===== src/logic/crc_consts.vh =====
// Behaviour
// - With all four port masks set, port flags rise only after final transfer word.
// - Decoder end flag bit 15 sets on end-of-record code or invalid code error.
// - Port B compare flag bit 14 sets while transfer count >= compare count.
// - Compression modes: port B single-byte flag sets with port B end when one byte.
// - Decompression bypass: port B single-byte flag sets on final one-byte record transfer.
// - Port B end flag bit 12 on last record byte out or in.
// - Port A single-byte flag bit 9 on one-byte final transfer or end.
// - Port A end flag bit 8 when record length hits zero or last byte out.
// - Status byte clears on reset, interrupt-reset write, and new compression transfer.
// - Status byte reads 0x00 after hardware and software reset.
// - Command word is 0x0000 on hardware reset, 0xA000 after software reset.
// - 0xC100 selects port A config bank, 0xC200 selects port B config bank.
// - 0x500x bypass, 0x580x compression; bits 3:2 port A pads, 1:0 port B pads.
// - 0x600x, 0x680x, 0x6C0x decompression kinds; bits 3:2 port B, 1:0 port A pads.
// - Pause 0x4200 finishes steps, floats port buses, sets paused interrupt and status.
// - Resume 0x440x continues, clears paused bits, sets busy, loads pad counts.
// - Software reset 0xA000 resets all but config, polarity, ID; clears history.
// - 0xA400 clears history buffer and both bank selects; host uses it between compressions.
// - Opcode 0x0000 changes no state except storing the word and clearing both bank selects.
// - Writing zero to a status bit clears it; writing one leaves it.
// - A mask bit of one blocks its status bit from the interrupt request.
// - Record length counter decrements per byte into port A in compression modes.
`ifndef CRC_CONSTS_VH
`define CRC_CONSTS_VH
`define CRC_ADDR_STATUS_M0 5'h0F
`define CRC_ADDR_STATUS_M1 5'h0E
`define CRC_ADDR_CMD_LO_M0 5'h10
`define CRC_ADDR_CMD_HI_M0 5'h11
`define CRC_STATUS_RESET 8'h00
`define CRC_CMD_HW_RESET 16'h0000
`define CRC_OP_NOP 16'h0000
`define CRC_OP_SEL_A 16'hC100
`define CRC_OP_SEL_B 16'hC200
`define CRC_OP_PAUSE 16'h4200
`define CRC_OP_SWRST 16'hA000
`define CRC_OP_HIST 16'hA400
`define CRC_OPH_CBYP 12'h500
`define CRC_OPH_COMP 12'h580
`define CRC_OPH_DBYP 12'h600
`define CRC_OPH_DCMP 12'h680
`define CRC_OPH_DDIS 12'h6C0
`define CRC_OPH_RESUME 12'h440
`define CRC_BIT_DECODER_RECORD_END_FLAG 7
`define CRC_BIT_PORTB_COMPARE_FLAG 6
`define CRC_BIT_BPB 5
`define CRC_BIT_PORTB_RECORD_END_FLAG 4
`define CRC_BIT_BPA 1
`define CRC_BIT_PORTA_RECORD_END_FLAG 0
`define CRC_SWRST_CYC 4'hC
`endif

===== src/logic/crc_cmd_decode.v =====
`timescale 1ns/10ps
`include "crc_consts.vh"
// Classifies a command word into one-hot opcode strobes
module crc_cmd_decode (
  input wire [15:0] cmd,
  output wire is_sel_a,
  output wire is_sel_b,
  output wire is_cbyp,
  output wire is_comp,
  output wire is_dbyp,
  output wire is_dcmp,
  output wire is_ddis,
  output wire is_pause,
  output wire is_resume,
  output wire is_swrst,
  output wire is_hist
);
  assign is_sel_a = (cmd == `CRC_OP_SEL_A);
  assign is_sel_b = (cmd == `CRC_OP_SEL_B);
  assign is_cbyp = (cmd[15:4] == `CRC_OPH_CBYP);
  assign is_comp = (cmd[15:4] == `CRC_OPH_COMP);
  assign is_dbyp = (cmd[15:4] == `CRC_OPH_DBYP);
  assign is_dcmp = (cmd[15:4] == `CRC_OPH_DCMP);
  assign is_ddis = (cmd[15:4] == `CRC_OPH_DDIS);
  assign is_pause = (cmd == `CRC_OP_PAUSE);
  assign is_resume = (cmd[15:4] == `CRC_OPH_RESUME);
  assign is_swrst = (cmd == `CRC_OP_SWRST);
  assign is_hist = (cmd == `CRC_OP_HIST);
endmodule // crc_cmd_decode


===== src/logic/crc_command_irq.v =====
`timescale 1ns/10ps
`include "crc_consts.vh"
// Command word and record event status byte, byte-wide host register port
module crc_command_irq (
  input wire clk,
  input wire sys_rst,
  input wire host_bus_style_select,
  input wire [4:0] addr,
  input wire wr_stb,
  input wire rd_stb,
  input wire [7:0] wr_data,
  output reg [7:0] rd_data,
  input wire porta_byte_in,
  input wire porta_last_byte_out,
  input wire porta_one_byte,
  input wire porta_last_transfer,
  input wire portb_last_byte,
  input wire portb_one_byte,
  input wire portb_last_transfer,
  input wire portb_count_ge_compare,
  input wire decoder_eor_code,
  input wire decoder_code_error,
  input wire transfer_final_word,
  input wire [7:0] record_event_mask,
  input wire op_step_done,
  output wire interrupt_request_n,
  output reg [31:0] record_length_counter,
  input wire [31:0] record_length_load,
  output reg [15:0] command_word,
  output reg [7:0] record_event_status_high,
  output reg [2:0] mode,
  output reg busy,
  output reg paused,
  output reg paused_irq,
  output reg port_bus_oe,
  output reg bank_a_sel,
  output reg bank_b_sel,
  output reg [1:0] pad_expect,
  output reg [1:0] pad_insert,
  output reg history_clear,
  output reg sw_reset_active
);
  localparam M_IDLE = 3'd0;
  localparam M_CBYP = 3'd1;
  localparam M_COMP = 3'd2;
  localparam M_DBYP = 3'd3;
  localparam M_DCMP = 3'd4;
  localparam M_DDIS = 3'd5;
  localparam S_RUN = 3'b001;
  localparam S_PEND = 3'b010;
  localparam S_HOLD = 3'b100;

  reg [2:0] pstate;
  reg [3:0] rst_cnt;
  reg [7:0] next_status;
  reg [7:0] ev;
  reg [7:0] clr_mask;
  reg [15:0] next_cmd;
  wire is_sel_a, is_sel_b, is_cbyp, is_comp, is_dbyp, is_dcmp, is_ddis;
  wire is_pause, is_resume, is_swrst, is_hist;
  wire status_hit;
  wire cmd_lo_hit;
  wire cmd_hi_hit;
  wire comp_mode;
  wire decomp_mode;
  wire all_port_masks;
  wire cmd_write;
  wire new_comp;

  // HOST_BUS_STYLE_SELECT=1 swaps the byte lanes of each register pair
  function [4:0] swap_addr;
    input [4:0] a;
    input sel;
    begin
      swap_addr = sel ? {a[4:1], ~a[0]} : a;
    end
  endfunction

  // Pad field as unsigned count 0..3
  function [1:0] pad_field;
    input [1:0] f;
    begin
      pad_field = f;
    end
  endfunction

  wire [4:0] eff_addr = swap_addr(addr, host_bus_style_select);
  assign status_hit = (eff_addr == `CRC_ADDR_STATUS_M0);
  assign cmd_lo_hit = (eff_addr == `CRC_ADDR_CMD_LO_M0);
  assign cmd_hi_hit = (eff_addr == `CRC_ADDR_CMD_HI_M0);

  always @* begin
    next_cmd = command_word;
    if (cmd_lo_hit) begin
      next_cmd[7:0] = wr_data;
    end
    if (cmd_hi_hit) begin
      next_cmd[15:8] = wr_data;
    end
  end

  // Command executes when the high byte lands
  assign cmd_write = wr_stb && cmd_hi_hit && !sw_reset_active;

  crc_cmd_decode u_dec (
    .cmd(next_cmd),
    .is_sel_a(is_sel_a),
    .is_sel_b(is_sel_b),
    .is_cbyp(is_cbyp),
    .is_comp(is_comp),
    .is_dbyp(is_dbyp),
    .is_dcmp(is_dcmp),
    .is_ddis(is_ddis),
    .is_pause(is_pause),
    .is_resume(is_resume),
    .is_swrst(is_swrst),
    .is_hist(is_hist)
  );

  assign new_comp = cmd_write && (is_cbyp || is_comp);
  assign comp_mode = (mode == M_CBYP) || (mode == M_COMP);
  assign decomp_mode = (mode == M_DBYP) || (mode == M_DCMP) || (mode == M_DDIS);
  assign all_port_masks = record_event_mask[`CRC_BIT_BPB] && record_event_mask[`CRC_BIT_PORTB_RECORD_END_FLAG]
    && record_event_mask[`CRC_BIT_BPA] && record_event_mask[`CRC_BIT_PORTA_RECORD_END_FLAG];

  // Raw hardware events for this cycle
  always @* begin
    ev = 8'h00;
    ev[`CRC_BIT_DECODER_RECORD_END_FLAG] = decoder_eor_code || decoder_code_error;
    ev[`CRC_BIT_PORTB_COMPARE_FLAG] = portb_count_ge_compare;
    if (comp_mode) begin
      ev[`CRC_BIT_PORTB_RECORD_END_FLAG] = portb_last_byte;
      ev[`CRC_BIT_BPB] = portb_last_byte && portb_one_byte;
      ev[`CRC_BIT_PORTA_RECORD_END_FLAG] = porta_byte_in && (record_length_counter == 32'h00000001);
      ev[`CRC_BIT_BPA] = porta_last_transfer && porta_one_byte;
    end else if (decomp_mode) begin
      ev[`CRC_BIT_PORTA_RECORD_END_FLAG] = porta_last_byte_out;
      ev[`CRC_BIT_BPA] = porta_last_byte_out && porta_one_byte;
      if (mode == M_DBYP) begin
        ev[`CRC_BIT_PORTB_RECORD_END_FLAG] = portb_last_byte;
        ev[`CRC_BIT_BPB] = portb_last_transfer && portb_one_byte;
      end
    end
    if (all_port_masks && !transfer_final_word) begin
      ev[`CRC_BIT_BPB] = 1'b0;
      ev[`CRC_BIT_PORTB_RECORD_END_FLAG] = 1'b0;
      ev[`CRC_BIT_BPA] = 1'b0;
      ev[`CRC_BIT_PORTA_RECORD_END_FLAG] = 1'b0;
    end
    if (paused || mode == M_IDLE) begin
      ev[`CRC_BIT_BPB] = 1'b0;
      ev[`CRC_BIT_PORTB_RECORD_END_FLAG] = 1'b0;
      ev[`CRC_BIT_BPA] = 1'b0;
      ev[`CRC_BIT_PORTA_RECORD_END_FLAG] = 1'b0;
    end
  end

  // Zero bits clear, one bits keep; a same-cycle event wins
  always @* begin
    clr_mask = 8'hFF;
    if (wr_stb && status_hit) begin
      clr_mask = wr_data | 8'h0C;
    end
    next_status = (record_event_status_high & clr_mask) | (ev & 8'hF3);
    if (new_comp) begin
      next_status = `CRC_STATUS_RESET;
    end
  end

  assign interrupt_request_n = ~|(record_event_status_high & ~record_event_mask & 8'hF3);

  always @(posedge clk) begin
    if (sys_rst) begin
      command_word <= `CRC_CMD_HW_RESET;
      record_event_status_high <= `CRC_STATUS_RESET;
      mode <= M_IDLE;
      busy <= 1'b0;
      paused <= 1'b0;
      paused_irq <= 1'b0;
      pstate <= S_RUN;
      port_bus_oe <= 1'b0;
      bank_a_sel <= 1'b0;
      bank_b_sel <= 1'b0;
      pad_expect <= 2'h0;
      pad_insert <= 2'h0;
      history_clear <= 1'b0;
      sw_reset_active <= 1'b0;
      rst_cnt <= 4'h0;
      record_length_counter <= 32'h00000000;
      rd_data <= 8'h00;
    end else begin
      history_clear <= 1'b0;
      record_event_status_high <= next_status;
      if (rd_stb) begin
        if (status_hit) begin
          rd_data <= record_event_status_high;
        end else if (cmd_lo_hit) begin
          rd_data <= command_word[7:0];
        end else if (cmd_hi_hit) begin
          rd_data <= command_word[15:8];
        end else begin
          rd_data <= 8'h00;
        end
      end
      if (comp_mode && busy && !paused && porta_byte_in) begin
        record_length_counter <= record_length_counter - 32'h00000001;
      end
      if (sw_reset_active) begin
        if (rst_cnt == 4'h1) begin
          sw_reset_active <= 1'b0;
        end
        rst_cnt <= rst_cnt - 4'h1;
      end else if (wr_stb && cmd_lo_hit) begin
        command_word <= next_cmd;
      end else if (cmd_write) begin
        command_word <= next_cmd;
        bank_a_sel <= is_sel_a;
        bank_b_sel <= is_sel_b;
        if (is_swrst) begin
          command_word <= `CRC_OP_SWRST;
          record_event_status_high <= `CRC_STATUS_RESET;
          mode <= M_IDLE;
          busy <= 1'b0;
          paused <= 1'b0;
          paused_irq <= 1'b0;
          pstate <= S_RUN;
          port_bus_oe <= 1'b0;
          pad_expect <= 2'h0;
          pad_insert <= 2'h0;
          record_length_counter <= 32'h00000000;
          history_clear <= 1'b1;
          sw_reset_active <= 1'b1;
          rst_cnt <= `CRC_SWRST_CYC;
        end else if (is_hist) begin
          history_clear <= 1'b1;
        end else if (is_cbyp || is_comp || is_dbyp || is_dcmp || is_ddis) begin
          mode <= is_cbyp ? M_CBYP : is_comp ? M_COMP : is_dbyp ? M_DBYP :
            is_dcmp ? M_DCMP : M_DDIS;
          pad_expect <= pad_field(next_cmd[3:2]);
          pad_insert <= pad_field(next_cmd[1:0]);
          busy <= 1'b1;
          paused <= 1'b0;
          pstate <= S_RUN;
          port_bus_oe <= 1'b1;
          if (is_cbyp || is_comp) begin
            paused_irq <= 1'b0;
            record_length_counter <= record_length_load;
          end
        end else if (is_pause && busy && pstate == S_RUN) begin
          pstate <= S_PEND;
        end else if (is_resume && pstate == S_HOLD) begin
          pstate <= S_RUN;
          paused <= 1'b0;
          paused_irq <= 1'b0;
          busy <= 1'b1;
          port_bus_oe <= 1'b1;
          pad_expect <= pad_field(next_cmd[3:2]);
          pad_insert <= pad_field(next_cmd[1:0]);
        end
        // Opcode 0x0000 and unknown values fall through; only the word is stored and both bank selects clear
      end
      if (!sw_reset_active && !cmd_write) begin
        case (pstate)
          S_RUN: begin
            pstate <= S_RUN;
          end
          S_PEND: begin
            if (op_step_done) begin
              port_bus_oe <= 1'b0;
              paused <= 1'b1;
              paused_irq <= 1'b1;
              busy <= 1'b0;
              pstate <= S_HOLD;
            end
          end
          S_HOLD: begin
            pstate <= S_HOLD;
          end
          default: begin
            pstate <= S_RUN;
          end
        endcase
      end
    end
  end
endmodule // crc_command_irq


===== config.mk =====
export PLATFORM = sky130hd
export DESIGN_NAME = crc_command_irq
export DESIGN_NICKNAME = d
export VERILOG_FILES = /design/src/logic/crc_cmd_decode.v /design/src/logic/crc_command_irq.v
export VERILOG_INCLUDE_DIRS = /design/src /design/src/logic
export SDC_FILE = /design/constraint.sdc
export NUM_CORES = 1
export LEC_CHECK = 0
export ABC_AREA = 1
export CORE_MARGIN = 2
export CORE_UTILIZATION = 40
export CTS_BUF_LIST = sky130_fd_sc_hd__clkbuf_16
export CTS_CLUSTER_SIZE = 40
export DETAILED_ROUTE_END_ITERATION = 8
export DONT_BUFFER_PORTS = 1
export GPL_ROUTABILITY_DRIVEN = 0
export SLEW_MARGIN = 20
export SYNTH_ARGS = -nofsm -noshare
export SYNTH_HDL_FRONTEND = slang
export SYNTH_SLANG_ARGS = --single-unit

===== constraint.sdc =====
create_clock -name clk -period 2.4 [get_ports clk]
set_input_delay 0.48 -clock clk [delete_from_list [all_inputs] [get_ports clk]]
set_output_delay 0.48 -clock clk [all_outputs]
set_load 0.03 [all_outputs]

==> results_tabular.tex, run 1 <==
\begin{tabular}{lr}
\hline
Metric & Value \\
\hline
\multicolumn{2}{l}{\textbf{Run status}} \\
\quad Status & completed \\
\multicolumn{2}{l}{\textbf{Power}} \\
\quad VDD IR-drop max & 0.5209 mV \\
\quad Leak & 3.159 nW \\
\quad Part of the total power dissipated in combinational logic & 5.5\% \\
\quad Switching part of the total & 24.99\% \\
\quad Share of total power in sequential cells & 47.2\% \\
\quad Internal power & 2.327 mW \\
\quad Total power divided by cell area & 470.8 nW/um\^{}2 \\
\quad Clock share of power & 47.4\% \\
\quad Net load switching power & 0.7752 mW \\
\multicolumn{2}{l}{\textbf{Logic synthesis}} \\
\quad Simple logic cell fraction of the synthesized area & 34.71\% \\
\quad Distinct cells, synth & 40 \\
\quad Largest family of logic cells by synthesized area & simple AND/OR/NAND/NOR gates \\
\quad Synth async-reset ratio & 0\% \\
\quad Ranking of synthesized cells by instance count & sky130\_fd\_sc\_hd\_\_nand2\_1 (191), sky130\_fd\_sc\_hd\_\_nor2\_1 (101), sky130\_fd\_sc\_hd\_\_inv\_1 (99) \\
\quad Main synth FF type & sky130\_fd\_sc\_hd\_\_dfxtp\_1 \\
\quad Number of warnings reported in the yosys synthesis log & 0 \\
\quad Sequential fraction of the synthesis area & between 30\% and 40\% \\
\quad Number of nets produced by synthesis & 903 \\
\quad Syn avg cell area & 6.336 um\^{}2 \\
\quad Multiplexer share of the synthesized area & 0\% \\
\quad Seq cells post-synth & 86 \\
\quad Number of standard cells after synthesis & 829 \\
\quad Area share of the largest cell type after synthesis & around a third \\
\quad Post-synthesis cell type with the largest combined area & sky130\_fd\_sc\_hd\_\_dfxtp\_1 \\
\quad Area fraction in compound gates after synthesis & 17.87\% \\
\quad Adder and majority cell fraction of the synthesized area & 0.9528\% \\
\quad Cells taking the most area after synthesis & sky130\_fd\_sc\_hd\_\_dfxtp\_1 (33\%), sky130\_fd\_sc\_hd\_\_nand2\_1 (14\%), sky130\_fd\_sc\_hd\_\_nor2\_1 (7.2\%), sky130\_fd\_sc\_hd\_\_inv\_1 (7.1\%), sky130\_fd\_sc\_hd\_\_a21oi\_1 (6.4\%) \\
\quad Netlist Area Pre-Place & 5253 um\^{}2 \\
\quad Number of enable-type register cells in the synthesized netlist & 0 \\
\quad Xor and xnor fraction of the mapped netlist area & 3.001\% \\
\quad Most used standard cell by instance count after synthesis & sky130\_fd\_sc\_hd\_\_nand2\_1 \\
\multicolumn{2}{l}{\textbf{Run}} \\
\quad \# Max-Cap Violations & 0 \\
\multicolumn{2}{l}{\textbf{Finish}} \\
\quad Fill cell count & between 1000 and 1500 \\
\quad Fraction of layout instances using a drive strength above 1 & 18.55\% \\
\quad Register area & 1723 um\^{}2 \\
\quad Multi-input gate area & 3007 um\^{}2 \\
\quad Layout overhead on the synthesized area & 25.44\% \\
\quad Post-route cell area & 6589 um\^{}2 \\
\quad Number of nets in the finished design & 1007 \\
\quad Final core area utilization & 51.79\% \\
\multicolumn{2}{l}{\textbf{Timing}} \\
\quad Final Max Tran Viols & 0 \\
\quad Final count of negative-setup-slack endpoints & 0 \\
\quad Hold violation count in the final report & 0 \\
\quad Min Tclk post-route & approximately 2.2 ns \\
\quad Worst Max-Slew Pin Slew & 0.5056 ns \\
\quad Setup skew after layout & 0.009183 ns \\
\quad Achievable clock frequency & roughly 460 MHz \\
\quad Slew margin rel. & 65.85\% \\
\quad Unrepaired setup endpoints after global routing & false \\
\quad Share of the clock period used by the worst path after layout & 90.28\% \\
\quad Worst Hold Slack & roughly 0.19 ns \\
\multicolumn{2}{l}{\textbf{Clock tree}} \\
\quad CTS buffer count & 9 \\
\quad CTS sink count & 86 \\
\quad TritonCTS clock tree & yes \\
\quad Count of hold buffers inserted by post-cts repair & 0 \\
\quad Clock insertion delay at the later pin of the skew report & 0.36 ns \\
\quad Clock slew seen by the registers of the worst setup and hold paths & 0.07 ns \\
\quad Maximum level of the CTS H-tree & 3 \\
\quad CTS root buffer & sky130\_fd\_sc\_hd\_\_clkbuf\_16 \\
\quad CTS Buffer Depth & 2 \\
\multicolumn{2}{l}{\textbf{Floorplan}} \\
\quad Total number of placement rows & a little over 40 \\
\quad Chip height & 118.6 um \\
\quad Initial Utilization & 41.29\% \\
\quad Top-level I/O count & 150 \\
\quad Die Outline Area & 14060 um\^{}2 \\
\quad Core footprint & 12720 um\^{}2 \\
\quad Width of the die & 118.6 um \\
\multicolumn{2}{l}{\textbf{Setup path}} \\
\quad Reg2reg path depth & 15 \\
\quad Arrival time reported for the critical path endpoint & around 2.4 ns \\
\quad Crit path max-delay cell type & sky130\_fd\_sc\_hd\_\_nor2\_4 \\
\quad Startpoint kind of the worst setup timing path & input port \\
\quad Setup crit end kind & register \\
\quad List of cells traversed by the critical path & inv\_1 -> nand2\_1 -> nor2\_4 -> buf\_4 -> nand3b\_1 -> nand2\_1 -> nand2\_1 -> nor2\_4 -> nand3\_1 -> nand2\_2 -> inv\_4 -> nor2\_8 -> inv\_2 -> buf\_12 -> o21ai\_1 -> a21oi\_1 \\
\quad Worst flop-to-flop path startpoint & record\_length\_counter[1]\$\_SDFF\_PP0\_ \\
\quad Timing endpoint of the critical path & record\_length\_counter[5]\$\_SDFF\_PP0\_ \\
\quad Number of stages on the worst setup path & 16 \\
\quad Setup CP Type & input port to register \\
\quad Buffers and inverters on the worst path & 5 \\
\quad Highest net fanout along the worst path & 17 \\
\quad Cell family contributing the most delay on the critical path & simple AND/OR/NAND/NOR gates \\
\quad Maximum cell stage delay along the critical path & 0.23 ns \\
\quad Beginning of the critical path & addr[2] \\
\quad CP dominant cell by count & sky130\_fd\_sc\_hd\_\_nand2\_1 \\
\quad Endpoint of the worst-slack reg-to-reg timing path & record\_length\_counter[26]\$\_SDFF\_PP0\_ \\
\quad Data required time at the worst endpoint & 2.65 ns \\
\quad R2R Setup Slk & 0.31 ns \\
\multicolumn{2}{l}{\textbf{Place}} \\
\quad Count of buffers inserted at the top-level ports & 0 \\
\quad HPWL after detailed placement & approximately 13 mm \\
\quad Dpl cell area & 6236 um\^{}2 \\
\multicolumn{2}{l}{\textbf{Drt}} \\
\quad Number of DRC markers in iteration 0 & 370 \\
\quad Detailed-router iteration count before antenna repair & 5 \\
\quad Vias per cell & 5.094 \\
\quad Total wire length after detailed routing & 16.72 mm \\
\quad Total vias in the final route & $\sim$5700 \\
\quad DRC Markers & 0 \\
\quad Post-DRT Antenna Nets & 0 \\
\quad Drt wl/cell & 15.05 um \\
\multicolumn{2}{l}{\textbf{Min path}} \\
\quad Worst hold path class & input port to register \\
\quad Worst Hold Depth & 1 \\
\multicolumn{2}{l}{\textbf{GRT}} \\
\quad Initial antenna violation count & 1 \\
\quad Congestion Overflow GR & 0 \\
\quad Vias in the first global route & 5363 \\
\quad Wire length of the first global-routing pass & 26.80 mm \\
\quad Global Route Usage Sum & 23.76\% \\
\quad Maximum number of pins on one net before global-route repair & 38 \\
\hline
\end{tabular}
-- layout make-up --
class	count	area share, %
flip-flops and latches	86	26.15
well taps	172	3.266
multi-input cells	610	45.63
diodes	1	0.03798
inverters	110	6.305
clock inverters	7	1.215
repair buffers	116	13.98
clock buffers	9	3.418
-- worst reg2reg max path, stage by stage (launching register included) --
cell,delay [ns]
sky130_fd_sc_hd__dfxtp_1,0.31
sky130_fd_sc_hd__buf_4,0.17
sky130_fd_sc_hd__inv_1,0.08
sky130_fd_sc_hd__ha_1,0.17
sky130_fd_sc_hd__inv_1,0.04
sky130_fd_sc_hd__nor2_1,0.14
sky130_fd_sc_hd__nand2_1,0.11
sky130_fd_sc_hd__nor2_2,0.15
sky130_fd_sc_hd__nand3_2,0.12
sky130_fd_sc_hd__inv_2,0.09
sky130_fd_sc_hd__nand2_1,0.10
sky130_fd_sc_hd__nor2_1,0.14
sky130_fd_sc_hd__nand3_1,0.12
sky130_fd_sc_hd__o21ai_2,0.14
sky130_fd_sc_hd__inv_2,0.04
sky130_fd_sc_hd__a21oi_2,0.09
-- through the flow --
step           setup TNS, ns  std cells  power, mW  worst slack [ns]
2_1_floorplan              0        829      1.605            0.1437
4_1_cts                    0       1108      3.132            0.1485
6_report                   0       1111      3.102            0.2332
3_5_place_dp          -4.509       1092      1.660           -0.1736
3_3_place_gp          -2.753       1092      1.659           -0.1331
5_1_grt                    0       1111      3.195           0.01183
-- worst min-delay path by stage --
| stage | end | from |
|---|---|---|
| after floorplan | rst_cnt[2]$_SDFFE_PP0P_ | rst_cnt[2]$_SDFFE_PP0P_ |
| after global placement | rst_cnt[2]$_SDFFE_PP0P_ | rst_cnt[2]$_SDFFE_PP0P_ |
| after detailed placement | rst_cnt[3]$_SDFFE_PP0P_ | rst_cnt[3]$_SDFFE_PP0P_ |
| after CTS | sw_reset_active$_SDFF_PP0_ | sys_rst |
| after global routing | command_word[2]$_SDFFE_PP0P_ | sys_rst |
| final | rst_cnt[1]$_SDFFE_PP0P_ | sys_rst |
-- what timing repair did --
item                       CTS  global route
resized for setup            0            11
buffers inserted             0             1
setup endpoints to repair    0            35
-- sequential cells by signal, summed over array words and instances, names as in the netlist, 2 cells and up --
signal	count
command_word	16
mode	3
pad_expect	2
pad_insert	2
pstate	3
rd_data	8
record_event_status_high	8
record_length_counter	32
rst_cnt	4
-- kinds of logic (layout without fill, tap and decap cells) --
group / after synthesis / count (layout)
and+or+nand+nor: 417 / 418
AOI/OAI and AO/OA: 170 / 170
buffers and inverters: 134 / 242
DFF: 86 / 86
xor gates and xnor gates: 18 / 18
adders and majority gates: 4 / 4
other: 0 / 1
-- placed cells by master (no fill, tap or decap), types with 2 or more instances in the layout --
cell type,synthesis,final
sky130_fd_sc_hd__o211ai_1,8,8
sky130_fd_sc_hd__nor2_4,2,4
sky130_fd_sc_hd__nor2_1,101,99
sky130_fd_sc_hd__xor2_1,12,12
sky130_fd_sc_hd__o211a_1,2,2
sky130_fd_sc_hd__nor3b_1,3,2
sky130_fd_sc_hd__nand3b_1,2,2
sky130_fd_sc_hd__nand3_2,1,2
sky130_fd_sc_hd__inv_1,99,99
sky130_fd_sc_hd__xnor2_1,6,6
sky130_fd_sc_hd__buf_12,0,4
sky130_fd_sc_hd__o21ai_2,2,2
sky130_fd_sc_hd__nand2_2,9,8
sky130_fd_sc_hd__nor3_1,12,12
sky130_fd_sc_hd__clkinv_1,2,2
sky130_fd_sc_hd__or2_2,5,5
sky130_fd_sc_hd__a21oi_1,67,67
sky130_fd_sc_hd__clkbuf_16,0,9
sky130_fd_sc_hd__o21ai_0,38,35
sky130_fd_sc_hd__nor2_2,5,6
sky130_fd_sc_hd__dfxtp_1,86,85
sky130_fd_sc_hd__inv_6,0,2
sky130_fd_sc_hd__o22ai_1,10,10
sky130_fd_sc_hd__nand2_1,191,191
sky130_fd_sc_hd__o41ai_1,2,2
sky130_fd_sc_hd__inv_2,8,8
sky130_fd_sc_hd__nor4_1,2,2
sky130_fd_sc_hd__a31oi_1,13,13
sky130_fd_sc_hd__buf_4,1,112
sky130_fd_sc_hd__nand3_1,64,63
sky130_fd_sc_hd__nand4_1,18,18
sky130_fd_sc_hd__o21ai_1,24,27
sky130_fd_sc_hd__ha_1,4,4
-- routing by layer --
layer | part of all wire [%] | vias up | track usage (%) | wire length, um
met5 | 0 | - | 0 | 0
met1 | 43 | 2529 | 28.61 | 7235
li1 | - | 2942 | - | -
met4 | 1.9 | 0 | 7.887 | 325
met3 | 7.0 | 26 | 6.322 | 1176
met2 | 48 | 162 | 40.84 | 7983
-- power groups by stage --
stage          sequential (mW)  clock [mW]  combinational (mW)
5_1_grt                   1.46        1.54               0.189
3_3_place_gp              1.50           0               0.163
6_report                  1.46        1.47               0.170
2_1_floorplan             1.50           0               0.109
3_5_place_dp              1.50           0               0.164
4_1_cts                   1.46        1.50               0.165
Power figures use the tool's default switching activity.
==> run 2: changes to the inputs <==
--- a/config.mk
+++ b/config.mk
@@ -14,6 +14,7 @@
 export DETAILED_ROUTE_END_ITERATION = 8
 export DONT_BUFFER_PORTS = 1
 export GPL_ROUTABILITY_DRIVEN = 0
+export REMOVE_ABC_BUFFERS = 1
 export SLEW_MARGIN = 20
 export SYNTH_ARGS = -nofsm -noshare
 export SYNTH_HDL_FRONTEND = slang
==> run 2 against run 1 <==
Net effect:
- final cell count down 0.18%
- global-route usage increased by 0.32 points
- die area stayed put
- utilization decreased by 0.39 points
- maximum frequency increased by 0.70%
- combinational power is essentially flat
- sequential share of layout area rose by 0.18 points
- critical path depth rose by 2
- clock skew increased by 0.00052 ns
- power decreased by 2.6%
- critical path type unchanged
==> results_tabular.tex, run 2 (same netlist as run 1, synthesis figures left out) <==
\begin{tabular}{lr}
\hline
Metric & Value \\
\hline
\multicolumn{2}{l}{\textbf{Finish}} \\
\quad Largest registers & record\_length\_counter x32, command\_word x16 \\
\quad Post-route cell area & 6539 um\^{}2 \\
\quad Largest register by flop count & record\_length\_counter \\
\quad Leading cell type in the layout, fill and taps excluded & sky130\_fd\_sc\_hd\_\_nand2\_1 \\
\quad Flip-flop count of the largest register, all copies and words added & 32 \\
\quad Fill cell count & 1371 \\
\quad Final core area utilization & between 50\% and 60\% \\
\quad Fraction of layout instances using a drive strength above 1 & about 18\% \\
\quad Layout overhead on the synthesized area & 24.49\% \\
\quad Number of nets in the finished design & 1006 \\
\quad Most frequent cells in the layout & sky130\_fd\_sc\_hd\_\_nand2\_1 (191), sky130\_fd\_sc\_hd\_\_buf\_4 (113), sky130\_fd\_sc\_hd\_\_inv\_1 (100), sky130\_fd\_sc\_hd\_\_nor2\_1 (100), sky130\_fd\_sc\_hd\_\_dfxtp\_1 (86) \\
\quad Number of standard cells in the final layout excluding fillers & between 1000 and 1500 \\
\multicolumn{2}{l}{\textbf{Clock tree}} \\
\quad Clock slew seen by the registers of the worst setup and hold paths & roughly 0.070 ns \\
\quad Number of post-CTS setup repair buffers & 0 \\
\quad CTS Buffer Depth & 2 \\
\quad CTS sink count & 86 \\
\quad CTS buffer count & 9 \\
\quad Maximum level of the CTS H-tree & 3 \\
\quad TritonCTS clock tree & yes \\
\quad CTS root buffer & sky130\_fd\_sc\_hd\_\_clkbuf\_16 \\
\quad Clock insertion delay at the later pin of the skew report & 0.35 ns \\
\multicolumn{2}{l}{\textbf{Setup path}} \\
\quad Data required time at the worst endpoint & 2.64 ns \\
\quad Arrival time reported for the critical path endpoint & 2.39 ns \\
\quad Highest net fanout along the worst path & 9 \\
\quad Startpoint kind of the worst setup timing path & input port \\
\quad Setup crit end kind & register \\
\quad Setup CP Type & input port to register \\
\quad R2R Setup Slk & 0.25 ns \\
\multicolumn{2}{l}{\textbf{Drt}} \\
\quad Total wire length after detailed routing & 16.52 mm \\
\quad Number of DRC markers in iteration 0 & $\sim$400 \\
\quad Drt wl/cell & 14.89 um \\
\quad Detailed-router iteration count before antenna repair & 4 \\
\quad Vias per cell & 5.083 \\
\quad Post-DRT Antenna Nets & 0 \\
\quad Total vias in the final route & 5637 \\
\quad DRC Markers & 0 \\
\multicolumn{2}{l}{\textbf{Timing}} \\
\quad Share of the clock period used by the worst path after layout & 89.65\% \\
\quad Achievable clock frequency & 464.8 MHz \\
\quad Sum of negative setup slack & 0 ns \\
\quad Unrepaired setup endpoints after global routing & false \\
\quad Slew margin rel. & 61.53\% \\
\quad Final Max Tran Viols & 0 \\
\quad Hold violation count in the final report & 0 \\
\quad Final count of negative-setup-slack endpoints & 0 \\
\quad Min Tclk post-route & approximately 2.2 ns \\
\quad Setup skew after layout & between 0.009 and 0.01 ns \\
\quad Worst Max-Slew Pin Slew & approximately 0.57 ns \\
\multicolumn{2}{l}{\textbf{GRT}} \\
\quad Congestion Overflow GR & 0 \\
\quad Initial antenna violation count & 0 \\
\quad Vias in the first global route & 5521 \\
\quad Wire length of the first global-routing pass & 27.21 mm \\
\quad Global Route Usage Sum & 24.07\% \\
\quad Maximum number of pins on one net before global-route repair & 38 \\
\multicolumn{2}{l}{\textbf{Power}} \\
\quad Total power divided by cell area & 462.1 nW/um\^{}2 \\
\quad Total power of the final layout & 3.022 mW \\
\quad Leak & 3.132 nW \\
\quad VDD IR-drop max & 0.4854 mV \\
\multicolumn{2}{l}{\textbf{Place}} \\
\quad HPWL after detailed placement & 13.20 mm \\
\quad Cells after DPL & 1093 \\
\quad Dpl cell area & 6236 um\^{}2 \\
\quad Count of buffers inserted at the top-level ports & 0 \\
\multicolumn{2}{l}{\textbf{Floorplan}} \\
\quad Width of the die & 118.6 um \\
\quad Die Outline Area & between 10000 and 15000 um\^{}2 \\
\quad Chip height & 118.6 um \\
\quad Core footprint & 12720 um\^{}2 \\
\quad Initial Utilization & 41.29\% \\
\quad Total number of placement rows & 41 \\
\quad Top-level I/O count & 150 \\
\multicolumn{2}{l}{\textbf{Run}} \\
\quad \# Max-Cap Violations & 0 \\
\multicolumn{2}{l}{\textbf{Run status}} \\
\quad Status & completed \\
\multicolumn{2}{l}{\textbf{Min path}} \\
\quad Worst hold path class & input port to register \\
\hline
\end{tabular}
## run 2: what timing repair did
action / in CTS / in global routing
endpoints found under the hold margin: 0 / 0
setup endpoints to repair: 0 / 11
hold buffers: 0 / 0
resized for setup: 0 / 4
## run 2: report_power, final
group / internal [mW] / switching [mW]
registers: 1.44 / 0.0272
logic: 0.0692 / 0.0983
clock network: 0.799 / 0.591
## run 2: final timing paths
| check | startpoint | endpoint | cells past startpoint |
|---|---|---|---|
| setup / recovery | addr[2] | record_length_counter[5]$_SDFF_PP0_ | 18 |
| hold / removal | sys_rst | record_length_counter[1]$_SDFF_PP0_ | 1 |
| setup reg to reg | busy$_SDFF_PP0_ | record_length_counter[26]$_SDFF_PP0_ | 14 |
| hold reg to reg | rst_cnt[2]$_SDFFE_PP0P_ | rst_cnt[2]$_SDFFE_PP0P_ | 2 |
## run 2: per-stage QoR
stage | worst slack, ns | hold WS [ns]
6_report | 0.2483 | 0.1938
5_1_grt | 0.007176 | 0.1810
4_1_cts | 0.1630 | 0.1814
3_5_place_dp | -0.1288 | 0.4508
3_3_place_gp | -0.08691 | 0.4481
2_1_floorplan | -0.4542 | 0.4393
## run 2: critical path: stages
cell	delay [ns]
sky130_fd_sc_hd__inv_1	0.02
sky130_fd_sc_hd__nand2_1	0.10
sky130_fd_sc_hd__nor2_4	0.05
sky130_fd_sc_hd__buf_4	0.16
sky130_fd_sc_hd__nand2_2	0.08
sky130_fd_sc_hd__buf_4	0.13
sky130_fd_sc_hd__nand2_1	0.06
sky130_fd_sc_hd__nand2_1	0.13
sky130_fd_sc_hd__nand2_1	0.10
sky130_fd_sc_hd__nor2_2	0.19
sky130_fd_sc_hd__nand3_1	0.15
sky130_fd_sc_hd__nand2_2	0.13
sky130_fd_sc_hd__inv_4	0.06
sky130_fd_sc_hd__nor2_8	0.08
sky130_fd_sc_hd__inv_2	0.10
sky130_fd_sc_hd__buf_4	0.17
sky130_fd_sc_hd__o21ai_1	0.17
sky130_fd_sc_hd__a21oi_1	0.06
## run 2: layout make-up
type	instances	area, um^2	share of cell area, %
multi-input cells	609	2988	45.69
flip-flops and latches	86	1722	26.33
repair buffers	116	908.4	13.89
inverters	110	415.4	6.353
clock buffers	9	225.2	3.444
well taps	172	215.2	3.291
clock inverters	6	62.56	0.9568
diodes	1	2.502	0.03827
## run 2: routing by layer
layer  part of all wire [%]  vias up  track usage [%]  wire [um]
met3                    7.6       29            8.060       1252
li1                       -     2922                -          -
met5                      0        -                0          0
met2                     47      153            40.12       7698
met1                     44     2533            28.83       7186
met4                    2.3        0            8.482        377
